[config.mk]
export PLATFORM = sky130hd
export DESIGN_NAME = pac_abort_ctl
export DESIGN_NICKNAME = d
export VERILOG_FILES = /design/src/pac_pkg.sv /design/src/pac_slot_if.sv /design/src/pac_slotter.sv /design/src/pac_exception_address_register.sv /design/src/pac_abort_ctl.sv
export SDC_FILE = /design/constraint.sdc
export NUM_CORES = 1
export LEC_CHECK = 0
export ABC_AREA = 1
export BUFFER_PORTS_ARGS = -buffer_cell sky130_fd_sc_hd__buf_2
export CORE_AREA = 2 2 239 241
export DETAILED_ROUTE_END_ITERATION = 10
export DIE_AREA = 0 0 241 243
export GPL_TIMING_DRIVEN = 0
export PLACE_DENSITY = 0.48
export SKIP_LAST_GASP = 1
export SLEW_MARGIN = 20
export SYNTH_ARGS = -nofsm -noshare
export SYNTH_HDL_FRONTEND = slang
export SYNTH_HIERARCHICAL = 1
export SYNTH_SLANG_ARGS = --single-unit
[constraint.sdc]
create_clock -name i_clk_sys -period 3.5 [get_ports i_clk_sys]
set_input_delay 0.7 -clock i_clk_sys [delete_from_list [all_inputs] [get_ports i_clk_sys]]
set_output_delay 0.7 -clock i_clk_sys [all_outputs]
set_load 0.01 [all_outputs]
[src/pac_pkg.sv]
// Shared constants, types and helper functions for the pipeline abort and slotting control.
// How it works
// - Exceptions and interrupts drain every outstanding instruction before fetch restarts.
// - Aborts except arithmetic exceptions flush everything fetched after the aborting instruction.
// - Mispredicts and replays redirect fetch at once without waiting for a drain.
// - Non-arithmetic exceptions suppress younger register writes up to the write stage.
// - Arithmetic exceptions let younger work finish; address is after the last executed.
// - Machine check or interrupt: address is after the last executed instruction.
// - Any other exception: address is the faulting instruction itself.
// - After the drain, execution starts at the firmware dispatch address.
// - Drained means no register file writes pending and nothing still able to fault.
// - A missing resource aborts the instruction and fetch restarts exactly at it.
// - An operate issued against a load that then misses is aborted and replayed.
// - A data cache miss aborts or stalls issue depending on when it is seen.
// - Issue stalls when a register or function unit conflict blocks ready work.
// - Each predicted-taken branch, call or return inserts exactly one empty slot.
// - While stalled, a front-end stage advances when the stage ahead is empty.
// - Grouping affects only performance; results never depend on it.
// - Loads use either integer pipe; stores, barriers, flag ops use pipe zero.
// - Integer branches and jumps use integer pipe one; float branches the add pipe.
// - Add, logic, move, compare use either integer pipe; shifts, multiplies, misc pipe zero.
// - Float operate and divide use the add pipe, multiply its pipe, sign copy either.
// - Issued instructions never stall; only an abort stops them.
// - A load and a store are never slotted in the same group.
`default_nettype none
package pac_pkg;
  localparam int unsigned NSLOT  = 4;
  localparam int unsigned NPIPE  = 4;
  localparam int unsigned SLOT_W = 2;

  typedef logic [NPIPE-1:0] pac_pipe_t;
  typedef logic [NSLOT-1:0] pac_mask_t;

  localparam pac_pipe_t PIPE_NONE = 4'h0;
  localparam pac_pipe_t PIPE_E0   = 4'h1;
  localparam pac_pipe_t PIPE_E1   = 4'h2;
  localparam pac_pipe_t PIPE_FA   = 4'h4;
  localparam pac_pipe_t PIPE_FM   = 4'h8;
  localparam pac_pipe_t PIPE_INT  = 4'h3;
  localparam pac_pipe_t PIPE_FLT  = 4'hC;

  typedef enum logic [4:0] {
    CLS_LOAD = 5'h00, CLS_STORE = 5'h01, CLS_BARRIER = 5'h02, CLS_FLAG_RW = 5'h03,
    CLS_PREG_MOVE = 5'h04, CLS_INT_BRANCH = 5'h05, CLS_FLT_BRANCH = 5'h06, CLS_JUMP = 5'h07,
    CLS_INT_ADD = 5'h08, CLS_INT_LOGIC = 5'h09, CLS_SHIFT = 5'h0A, CLS_COND_MOVE = 5'h0B,
    CLS_INT_CMP = 5'h0C, CLS_MUL_LONG = 5'h0D, CLS_MUL_QUAD = 5'h0E, CLS_MUL_HIGH = 5'h0F,
    CLS_FLT_OP = 5'h10, CLS_FLT_DIV = 5'h11, CLS_FLT_PRODUCT = 5'h12, CLS_SIGN_COPY = 5'h13,
    CLS_MISC = 5'h14, CLS_NOP = 5'h15
  } pac_class_e;

  typedef enum logic [1:0] {
    EXC_ARITH    = 2'h0,
    EXC_MCHK_INT = 2'h1,
    EXC_OTHER    = 2'h2
  } pac_exc_e;

  typedef enum logic [2:0] {
    ST_RUN      = 3'h1,
    ST_DRAIN    = 3'h2,
    ST_DISPATCH = 3'h4
  } pac_state_e;

  // Pipes a class may use; a register move picks its pipe from the target register.
  function automatic pac_pipe_t pipe_mask(input pac_class_e c, input logic processor_register_move_class_e1);
    unique case (c)
      CLS_LOAD, CLS_INT_ADD, CLS_INT_LOGIC, CLS_COND_MOVE, CLS_INT_CMP: pipe_mask = PIPE_INT;
      CLS_STORE, CLS_BARRIER, CLS_FLAG_RW:                              pipe_mask = PIPE_E0;
      CLS_PREG_MOVE:                                 pipe_mask = processor_register_move_class_e1 ? PIPE_E1 : PIPE_E0;
      CLS_INT_BRANCH, CLS_JUMP:                                         pipe_mask = PIPE_E1;
      CLS_FLT_BRANCH, CLS_FLT_OP, CLS_FLT_DIV:                          pipe_mask = PIPE_FA;
      CLS_SHIFT, CLS_MUL_LONG, CLS_MUL_QUAD, CLS_MUL_HIGH, CLS_MISC:    pipe_mask = PIPE_E0;
      CLS_FLT_PRODUCT:                                                  pipe_mask = PIPE_FM;
      CLS_SIGN_COPY:                                                    pipe_mask = PIPE_FLT;
      default:                                                          pipe_mask = PIPE_NONE;
    endcase
  endfunction : pipe_mask

  function automatic logic is_branch(input pac_class_e c);
    is_branch = (c == CLS_INT_BRANCH) || (c == CLS_FLT_BRANCH) || (c == CLS_JUMP);
  endfunction : is_branch

  // Slots at or after the given one, optionally sparing the slot itself.
  function automatic pac_mask_t kill_from(input logic [SLOT_W-1:0] s, input logic incl);
    kill_from = '0;
    for (int i = 0; i < NSLOT; i++) begin
      if ((i > int'(s)) || (incl && (i == int'(s)))) begin
        kill_from[i] = 1'b1;
      end
    end
  endfunction : kill_from
endpackage : pac_pkg
`default_nettype wire

[src/pac_slot_if.sv]
// Carrier between the abort controller and the slotting logic.
`timescale 1ns/1ns
`default_nettype none
interface pac_slot_if;
  logic                  valid     [pac_pkg::NSLOT];
  pac_pkg::pac_class_e   cls       [pac_pkg::NSLOT];
  logic                  processor_register_move_class_e1   [pac_pkg::NSLOT];
  logic                  pred_tkn  [pac_pkg::NSLOT];
  pac_pkg::pac_mask_t    take;
  pac_pkg::pac_pipe_t    pipe      [pac_pkg::NSLOT];
  logic                  taken_br;

  modport slot (input valid, cls, processor_register_move_class_e1, pred_tkn, output take, pipe, taken_br);
  modport ctl  (output valid, cls, processor_register_move_class_e1, pred_tkn, input take, pipe, taken_br);
endinterface : pac_slot_if
`default_nettype wire

[src/pac_slotter.sv]
// In-order slotting of one fetched group onto the four execution pipes.
`timescale 1ns/1ns
`default_nettype none
module pac_slotter (
  pac_slot_if.slot sif
);
  // Grouping only changes throughput, never results, so stopping early is always safe.
  always_comb begin
    pac_pkg::pac_pipe_t used;
    pac_pkg::pac_pipe_t m;
    pac_pkg::pac_pipe_t pick;
    logic               stop;
    logic               have_ld;
    logic               have_st;
    logic               have_br;
    logic               next_e0;
    logic               seen;
    m            = pac_pkg::PIPE_NONE;
    pick         = pac_pkg::PIPE_NONE;
    next_e0      = 1'b0;
    seen         = 1'b0;
    used         = pac_pkg::PIPE_NONE;
    stop         = 1'b0;
    have_ld      = 1'b0;
    have_st      = 1'b0;
    have_br      = 1'b0;
    sif.take     = '0;
    sif.taken_br = 1'b0;
    for (int i = 0; i < pac_pkg::NSLOT; i++) begin
      sif.pipe[i] = pac_pkg::PIPE_NONE;
      m       = pac_pkg::pipe_mask(sif.cls[i], sif.processor_register_move_class_e1[i]);
      next_e0 = 1'b0;
      seen    = 1'b0;
      for (int j = i + 1; j < pac_pkg::NSLOT; j++) begin
        if (!seen && sif.valid[j] && (pac_pkg::pipe_mask(sif.cls[j], sif.processor_register_move_class_e1[j]) & pac_pkg::PIPE_FLT) == '0
            && sif.cls[j] != pac_pkg::CLS_NOP) begin
          seen    = 1'b1;
          next_e0 = pac_pkg::pipe_mask(sif.cls[j], sif.processor_register_move_class_e1[j]) == pac_pkg::PIPE_E0;
        end
      end
      pick = m & ~used;
      if (m == pac_pkg::PIPE_INT) begin
        pick = ((used & pac_pkg::PIPE_E0) != '0 || next_e0) && (used & pac_pkg::PIPE_E1) == '0
               ? pac_pkg::PIPE_E1 : pick & pac_pkg::PIPE_E0;
      end else if (m == pac_pkg::PIPE_FLT) begin
        pick = (used & pac_pkg::PIPE_FA) == '0 ? pac_pkg::PIPE_FA : pick & pac_pkg::PIPE_FM;
      end
      if (sif.valid[i] && !stop) begin
        if ((sif.cls[i] == pac_pkg::CLS_LOAD && have_st) || (sif.cls[i] == pac_pkg::CLS_STORE && have_ld)
            || (pac_pkg::is_branch(sif.cls[i]) && have_br)
            || (sif.cls[i] != pac_pkg::CLS_NOP && pick == pac_pkg::PIPE_NONE)) begin
          stop = 1'b1;
        end else begin
          sif.take[i] = 1'b1;
          sif.pipe[i] = pick;
          used        = used | pick;
          have_ld     = have_ld | (sif.cls[i] == pac_pkg::CLS_LOAD);
          have_st     = have_st | (sif.cls[i] == pac_pkg::CLS_STORE);
          have_br     = have_br | pac_pkg::is_branch(sif.cls[i]);
          if (pac_pkg::is_branch(sif.cls[i]) && sif.pred_tkn[i]) begin
            // Everything after a predicted-taken branch is discarded at slotting.
            sif.taken_br = 1'b1;
            stop         = 1'b1;
          end
        end
      end
    end
  end
endmodule : pac_slotter
`default_nettype wire

[src/pac_exception_address_register.sv]
// Exception address register with the restart point chosen by exception kind.
`timescale 1ns/1ns
`default_nettype none
module pac_exception_address_register #(
  parameter int unsigned ADDR_W = 64
) (
  input  wire logic                i_clk_sys,
  input  wire logic                i_nrst,
  input  wire logic                i_capture,
  input  wire pac_pkg::pac_exc_e   i_kind,
  input  wire logic [ADDR_W-1:0]   i_fault_pc,
  input  wire logic [ADDR_W-1:0]   i_next_pc,
  output logic      [ADDR_W-1:0]   o_addr
);
  logic [ADDR_W-1:0] addr_q;
  logic [ADDR_W-1:0] addr_d;

  always_comb begin
    addr_d = addr_q;
    if (i_capture) begin
      unique case (i_kind)
        pac_pkg::EXC_ARITH:    addr_d = i_next_pc;
        pac_pkg::EXC_MCHK_INT: addr_d = i_next_pc;
        default:               addr_d = i_fault_pc;
      endcase
    end
  end

  always_ff @(posedge i_clk_sys or negedge i_nrst) begin
    if (!i_nrst) begin
      addr_q <= '0;
    end else begin
      addr_q <= addr_d;
    end
  end

  assign o_addr = addr_q;
endmodule : pac_exception_address_register
`default_nettype wire

[src/pac_abort_ctl.sv]
// Abort, drain, redirect and issue-stall control for a four-wide in-order pipeline.
`timescale 1ns/1ns
`default_nettype none
module pac_abort_ctl #(
  parameter int unsigned ADDR_W = 64
) (
  input  wire logic                         i_clk_sys,
  input  wire logic                         i_nrst,
  // Fetched group arriving at the slotting stage.
  input  wire logic [pac_pkg::NSLOT-1:0]    i_grp_valid,
  input  wire pac_pkg::pac_class_e          i_grp_class    [pac_pkg::NSLOT],
  input  wire logic [pac_pkg::NSLOT-1:0]    i_grp_processor_register_move_class_e1,
  input  wire logic [pac_pkg::NSLOT-1:0]    i_grp_pred_tkn,
  // Dynamic conflicts seen at the issue check.
  input  wire logic                         i_reg_conflict,
  input  wire logic                         i_fu_conflict,
  input  wire logic [pac_pkg::NSLOT-1:0]    i_stage_occ,
  // Branch, call or return mispredict.
  input  wire logic                         i_mispredict,
  input  wire logic [pac_pkg::SLOT_W-1:0]   i_mispredict_slot,
  input  wire logic [ADDR_W-1:0]            i_mispredict_pc,
  // Resource unavailable after issue.
  input  wire logic                         i_rsrc_replay,
  input  wire logic [pac_pkg::SLOT_W-1:0]   i_rsrc_slot,
  input  wire logic [ADDR_W-1:0]            i_rsrc_pc,
  // Data cache miss and the operate that may have consumed the load.
  input  wire logic                         i_dc_miss,
  input  wire logic                         i_dc_use_issued,
  input  wire logic [pac_pkg::SLOT_W-1:0]   i_dc_use_slot,
  input  wire logic [ADDR_W-1:0]            i_dc_use_pc,
  // Exceptions, including interrupts and machine checks.
  input  wire logic                         i_exc,
  input  wire pac_pkg::pac_exc_e            i_exc_kind,
  input  wire logic [pac_pkg::SLOT_W-1:0]   i_exc_slot,
  input  wire logic [ADDR_W-1:0]            i_exc_fault_pc,
  input  wire logic [ADDR_W-1:0]            i_exc_next_pc,
  input  wire logic [ADDR_W-1:0]            i_fw_dispatch_pc,
  // Drain status from the execution pipes.
  input  wire logic                         i_int_rf_wr_pend,
  input  wire logic                         i_flt_rf_wr_pend,
  input  wire logic                         i_fault_pend,
  // Slotted group presented at the issue stage.
  output logic [pac_pkg::NSLOT-1:0]         o_slot_take,
  output pac_pkg::pac_pipe_t                o_slot_pipe    [pac_pkg::NSLOT],
  output logic                              o_issue_stall,
  output logic                              o_bubble,
  output logic [pac_pkg::NSLOT-1:0]         o_stage_adv,
  // Abort outputs.
  output logic [pac_pkg::NSLOT-1:0]         o_kill_mask,
  output logic                              o_flush,
  output logic                              o_wb_suppress,
  output logic                              o_fetch_hold,
  output logic                              o_draining,
  output logic                              o_redirect,
  output logic [ADDR_W-1:0]                 o_redirect_pc,
  output logic [ADDR_W-1:0]                 o_exception_address_register
);
  if (ADDR_W < 2) begin : g_bad_addr_w
    $error("pac_abort_ctl: ADDR_W must be at least 2");
  end

  pac_slot_if sif ();

  pac_slotter u_slotter (
    .sif (sif.slot)
  );

  for (genvar g = 0; g < pac_pkg::NSLOT; g++) begin : g_grp
    assign sif.valid[g]    = i_grp_valid[g];
    assign sif.cls[g]      = i_grp_class[g];
    assign sif.processor_register_move_class_e1[g]  = i_grp_processor_register_move_class_e1[g];
    assign sif.pred_tkn[g] = i_grp_pred_tkn[g];
  end

  pac_pkg::pac_state_e  state_q;
  pac_pkg::pac_state_e  state_d;
  logic [pac_pkg::NSLOT-1:0] take_q;
  logic [pac_pkg::NSLOT-1:0] take_d;
  pac_pkg::pac_pipe_t   pipe_q [pac_pkg::NSLOT];
  pac_pkg::pac_pipe_t   pipe_d [pac_pkg::NSLOT];
  logic                 tbr_q;
  logic                 tbr_d;
  logic                 bubble_q;
  logic                 bubble_d;
  logic [pac_pkg::NSLOT-1:0] kill_q;
  logic [pac_pkg::NSLOT-1:0] kill_d;
  logic                 flush_q;
  logic                 flush_d;
  logic                 supp_q;
  logic                 supp_d;
  logic                 redir_q;
  logic                 redir_d;
  logic [ADDR_W-1:0]    redir_pc_q;
  logic [ADDR_W-1:0]    redir_pc_d;
  logic                 exc_take;
  logic                 drained;
  logic                 dc_stall;
  logic                 stall;
  logic                 abort_now;

  // Another exception while draining is ignored; the first one owns the restart point.
  assign exc_take = i_exc && (state_q == pac_pkg::ST_RUN);

  // Only a machine check could still hit anything once these are all clear.
  assign drained = !i_int_rf_wr_pend && !i_flt_rf_wr_pend && !i_fault_pend;

  // A miss seen before any consumer issued only holds issue back.
  assign dc_stall = i_dc_miss && !i_dc_use_issued;

  // The stall is raised here, before issue, because nothing past issue can wait.
  assign stall = (take_q != '0) && (i_reg_conflict || i_fu_conflict || dc_stall);

  assign abort_now = exc_take || (state_q == pac_pkg::ST_RUN
                     && ((i_dc_miss && i_dc_use_issued) || i_rsrc_replay || i_mispredict));

  pac_exception_address_register #(
    .ADDR_W (ADDR_W)
  ) u_exception_address_register (
    .i_clk_sys  (i_clk_sys),
    .i_nrst     (i_nrst),
    .i_capture  (exc_take),
    .i_kind     (i_exc_kind),
    .i_fault_pc (i_exc_fault_pc),
    .i_next_pc  (i_exc_next_pc),
    .o_addr     (o_exception_address_register)
  );

  // Abort sequencing: exceptions first, then replays, then mispredicts.
  always_comb begin
    state_d    = state_q;
    kill_d     = '0;
    flush_d    = 1'b0;
    supp_d     = supp_q;
    redir_d    = 1'b0;
    redir_pc_d = redir_pc_q;
    unique case (state_q)
      pac_pkg::ST_RUN: begin
        if (i_exc) begin
          state_d = pac_pkg::ST_DRAIN;
          if (i_exc_kind != pac_pkg::EXC_ARITH) begin
            // The faulting slot and everything younger die; older members finish.
            kill_d  = pac_pkg::kill_from(i_exc_slot, 1'b1);
            flush_d = 1'b1;
            supp_d  = 1'b1;
          end
        end else if (i_dc_miss && i_dc_use_issued) begin
          redir_d    = 1'b1;
          redir_pc_d = i_dc_use_pc;
          kill_d     = pac_pkg::kill_from(i_dc_use_slot, 1'b1);
          flush_d    = 1'b1;
        end else if (i_rsrc_replay) begin
          redir_d    = 1'b1;
          redir_pc_d = i_rsrc_pc;
          kill_d     = pac_pkg::kill_from(i_rsrc_slot, 1'b1);
          flush_d    = 1'b1;
        end else if (i_mispredict) begin
          // The branch itself completes; only work fetched behind it is dropped.
          redir_d    = 1'b1;
          redir_pc_d = i_mispredict_pc;
          kill_d     = pac_pkg::kill_from(i_mispredict_slot, 1'b0);
          flush_d    = 1'b1;
        end
      end
      pac_pkg::ST_DRAIN: begin
        if (drained) begin
          state_d = pac_pkg::ST_DISPATCH;
        end
      end
      pac_pkg::ST_DISPATCH: begin
        redir_d    = 1'b1;
        redir_pc_d = i_fw_dispatch_pc;
        supp_d     = 1'b0;
        state_d    = pac_pkg::ST_RUN;
      end
    endcase
  end

  // Issue-stage group: held while stalled, cleared by any abort or while fetch is held.
  always_comb begin
    take_d   = take_q;
    tbr_d    = tbr_q;
    pipe_d   = pipe_q;
    bubble_d = 1'b0;
    if (abort_now || state_q != pac_pkg::ST_RUN) begin
      take_d = '0;
      tbr_d  = 1'b0;
      for (int i = 0; i < pac_pkg::NSLOT; i++) begin
        pipe_d[i] = pac_pkg::PIPE_NONE;
      end
    end else if (!stall) begin
      take_d   = sif.take;
      tbr_d    = sif.taken_br;
      pipe_d   = sif.pipe;
      // A taken branch leaves exactly one empty issue cycle behind it.
      bubble_d = tbr_q;
    end
  end

  always_ff @(posedge i_clk_sys or negedge i_nrst) begin
    if (!i_nrst) begin
      state_q    <= pac_pkg::ST_RUN;
      take_q     <= '0;
      tbr_q      <= 1'b0;
      bubble_q   <= 1'b0;
      kill_q     <= '0;
      flush_q    <= 1'b0;
      supp_q     <= 1'b0;
      redir_q    <= 1'b0;
      redir_pc_q <= '0;
      for (int i = 0; i < pac_pkg::NSLOT; i++) begin
        pipe_q[i] <= pac_pkg::PIPE_NONE;
      end
    end else begin
      state_q    <= state_d;
      take_q     <= take_d;
      tbr_q      <= tbr_d;
      bubble_q   <= bubble_d;
      kill_q     <= kill_d;
      flush_q    <= flush_d;
      supp_q     <= supp_d;
      redir_q    <= redir_d;
      redir_pc_q <= redir_pc_d;
      pipe_q     <= pipe_d;
    end
  end

  // Stage k may close up on a hole in stage k+1 even while issue is stuck.
  for (genvar g = 0; g < pac_pkg::NSLOT; g++) begin : g_adv
    if (g == pac_pkg::NSLOT - 1) begin : g_issue
      assign o_stage_adv[g] = !stall;
    end else begin : g_front
      assign o_stage_adv[g] = !stall || !i_stage_occ[g + 1];
    end
  end

  assign o_slot_take   = take_q;
  assign o_slot_pipe   = pipe_q;
  assign o_issue_stall = stall;
  assign o_bubble      = bubble_q;
  assign o_kill_mask   = kill_q;
  assign o_flush       = flush_q;
  assign o_wb_suppress = supp_q;
  assign o_fetch_hold  = state_q != pac_pkg::ST_RUN;
  assign o_draining    = state_q == pac_pkg::ST_DRAIN;
  assign o_redirect    = redir_q;
  assign o_redirect_pc = redir_pc_q;
endmodule : pac_abort_ctl
`default_nettype wire

==> out/metrics.yaml <==
run_status:
  outcome: "finished, final reports clean"
routing:
  drtIter0Drc: 650
  vias_per_cell: 4.163
  firstDrtPassIters: 5
  wl_um: 53770
  wl_per_cell_um: 16.05
  drc: 0
  ant_nets: 0
  vias: 13950
timing:
  setup_violations: 0
  tns_ns: 0
  fin_skew_ns: 0.02374
  period_share: 0.9704
  hold_viol: 0
  fin_ws_ns: 0.1037
  fmax_mhz: 294.4
  slew_headroom: 0.3984
  period_needed_ns: 3.396
  grt_setup_unrepaired: "yes"
  maxSlewViolCount: 0
  worstMarginPinSlew_ns: 0.9023
die:
  die-height_um: 243
  dieArea_um2: 58560
  io_pins: 605
  std_cell_rows: 87
  initial_core_util: 0.2064
  coreArea_um2: 55950
  chipWidth_um: 241
synth:
  synth.distinct_cells: 37
  synthAdderAreaFrac: 0
  synthXorXnorAreaFrac: 0
  ys_warn_count: 6
  synthSimpleGateAreaFrac: 0.4847
  synth_compound_gate_area_share: 0.01928
  synth_ff_type: "dfrtp_1"
  ys_seq_elements: 160
  synth_edf_count: 0
  synth_area_um2: 11550
  synthArstFlopShare: 1.000
  seq_area_frac_synth: 0.3468
  synth_top_family_by_area: "simple AND/OR/NAND/NOR gates"
  synth.avg_cell_area_um2: 5.978
  syn_nets: 2374
  synthCells: 1932
  yosysTopAreaCell: "dfrtp_1"
  synthTopCellsByArea: "dfrtp_1, nand2_1, nand3_1"
  synth_top_cell_area_share: 0.3445
  yosys-mux-area-fraction: 0
placed_design:
  dp_cells: 3291
  gp_congestion: 0.9284
  hpwl_um: 44020
  dpl_cell_area_um2: 15550
  dp_slack_ns: -0.5241
  io_buffers: 602
pwr:
  total_leakage_power_nw: 10.44
  peakVddDrop_v: 0.0003746
  p_int_mw: 5.220
  clock_power_share: 0.234
  power.density_nw_per_um2: 518.6
  p_switching_mw: 3.578
  pwr-share-seq: 0.337
  comb_power_share: 0.429
  swShare: 0.4067
finish:
  drive_above_1_share: 0.3447
  area_growth_pct: 46.89
  stdcell_count: 3350
  stdcell_area_um2: 16970
  utilization: 0.3032
  finish.net_count: 3020
global_routing:
  grt_pass1_vias: 12890
  antenna_found_initial: 8
  grt_use_total: 0.1748
  grt_pass1_wl_um: 76490
  grt_max_degree: 82
  overflow: 0
setup_path:
  cpMaxStageDelayCell: "a21oi_2"
  r2r_slack_ns: 1.57
  startpoint_type: "input pin"
  crit_path_max_fanout: 7
  end_kind: "flip-flop"
  slowest_delay_ns: 0.27
  path_class: "input pin to flip-flop"
  crit_path_frequent_cell: "nand2_1"
  crit_arrival_ns: 3.76
  required_ns: 3.87
clock_tree:
  cts.reportedPaths.clkPinSlew_ns: 0.07
  clk_latency_ns: 0.49
  cts_buffers: 17
  cts_hold_buf: 0
  h-tree-depth: 4
  clockBufferDepth: 2
  cts_tree: "built"
  cts_root_buffer: "clkbuf_16"
  cts_sinks: 160
job:
  maxCapViolCount: 0
min_path:
  worst_hold_path_type: "input pin to async pin"
final timing paths:
| path | start | end | cells after the start |
|---|---|---|---|
| hold / removal | i_nrst | o_redirect_pc[55]$_DFFE_PN0P_ | 1 |
| min in group i_clk_sys | u_exception_address_register/o_addr[37]$_DFFE_PN0P_ | u_exception_address_register/o_addr[37]$_DFFE_PN0P_ | 2 |
| setup / recovery | i_grp_class[18] | tbr_q$_DFFE_PN0P_ | 28 |
| hold reg to reg | u_exception_address_register/o_addr[37]$_DFFE_PN0P_ | u_exception_address_register/o_addr[37]$_DFFE_PN0P_ | 2 |
| max in group asynchronous | i_nrst | state_q[0]$_DFFE_PN1P_ | 2 |
| setup reg to reg | state_q[0]$_DFFE_PN1P_ | o_redirect_pc[60]$_DFFE_PN0P_ | 8 |
cells in the final DEF, fill, tap and decap left out, drive strengths merged:
cell type  instances
nand3b             3
o21ai             13
o31ai              2
clkinv             1
clkinvlp           2
clkbuf            45
a21boi             1
inv              312
nor4               1
nand3            307
o221ai             1
buf              698
a211oi             2
a21oi             14
and3               1
diode              3
bufinv             3
dfstp              1
nor3              13
nand2            867
o21bai             1
o22ai              1
o211ai             2
dfrtp            159
nor2             119
nand4             22
critical path, delay by kind of cell:
family                 cells  cell delay [ns]
AND/OR/NAND/NOR           20             2.14
AO/OA/AOI/OAI              3             0.53
buffers and inverters      5             0.39
flip-flops by register name, indices dropped and copies added (netlist names), 3 cells and up:
register / flops
o_slot_pipe: 16
state_q: 3
u_exception_address_register/o_addr: 64
o_kill_mask: 4
o_redirect_pc: 64
o_slot_take: 4
layer usage:
layer	wire [um]	part of all wire	vias to the layer above	global-route usage
met5	62	0.0012	-	0
met4	1043	0.019	10	0.04993
met3	3986	0.074	57	0.05140
met2	25570	0.48	421	0.2874
met1	23100	0.43	6274	0.2201
li1	-	-	7183	-
area by class of cell:
type	instances	area [um2]
clock inverter	12	170.2
antenna	3	7.507
fill	6501	38990
clock buffer	20	456.7
sequential	160	4005
buffer	96	585.6
inverter	306	1171
tap	756	945.9
multi-input combinational	1370	6294
timing repair buffer	627	3329
cell families (layout without fill, tap and decap cells):
logic type / after synthesis / in the layout
and+or+nand+nor: 1333 / 1333
DFF: 160 / 160
other: 0 / 3
buffers and inverters: 402 / 1061
AOI/OAI and AO/OA: 37 / 37
metrics by stage:
step           power, mW  hold slack, ns
2_1_floorplan      4.896          0.4044
3_3_place_gp       6.709          0.4584
3_5_place_dp       6.713          0.4597
4_1_cts            8.847          0.1917
5_1_grt            9.467          0.2144
6_report           8.798          0.1732
cell usage after synthesis (3+ instances only):
library cell  count
inv_2            25
nand3_2           3
nand2_2          10
buf_2            55
nor2_4            5
dfrtp_1         159
clkbuf_8          6
o21ai_0           7
nor2_1          103
nor2_2           11
nand3b_1          3
clkbuf_1         16
buf_6             6
a21oi_1          13
nand3_1         303
nor3_1           12
o21ai_1           6
nand4_1          22
nand2_1         857
buf_4            11
inv_1           280
timing repair:
action                     CTS  global route
gates resized for setup      0           178
setup endpoints to repair    0             7
setup buffers                0            24
power by group through the flow:
stage | Combinational (mW) | Clock (mW) | Sequential, mW
after CTS | 3.73 | 2.15 | 2.97
after floorplan | 1.58 | 0 | 3.32
after detailed placement | 3.72 | 0 | 2.99
after global routing | 4.20 | 2.21 | 3.06
final | 3.77 | 2.06 | 2.96
after global placement | 3.73 | 0 | 2.97
Note: power is estimated with default switching activity, not from simulation.
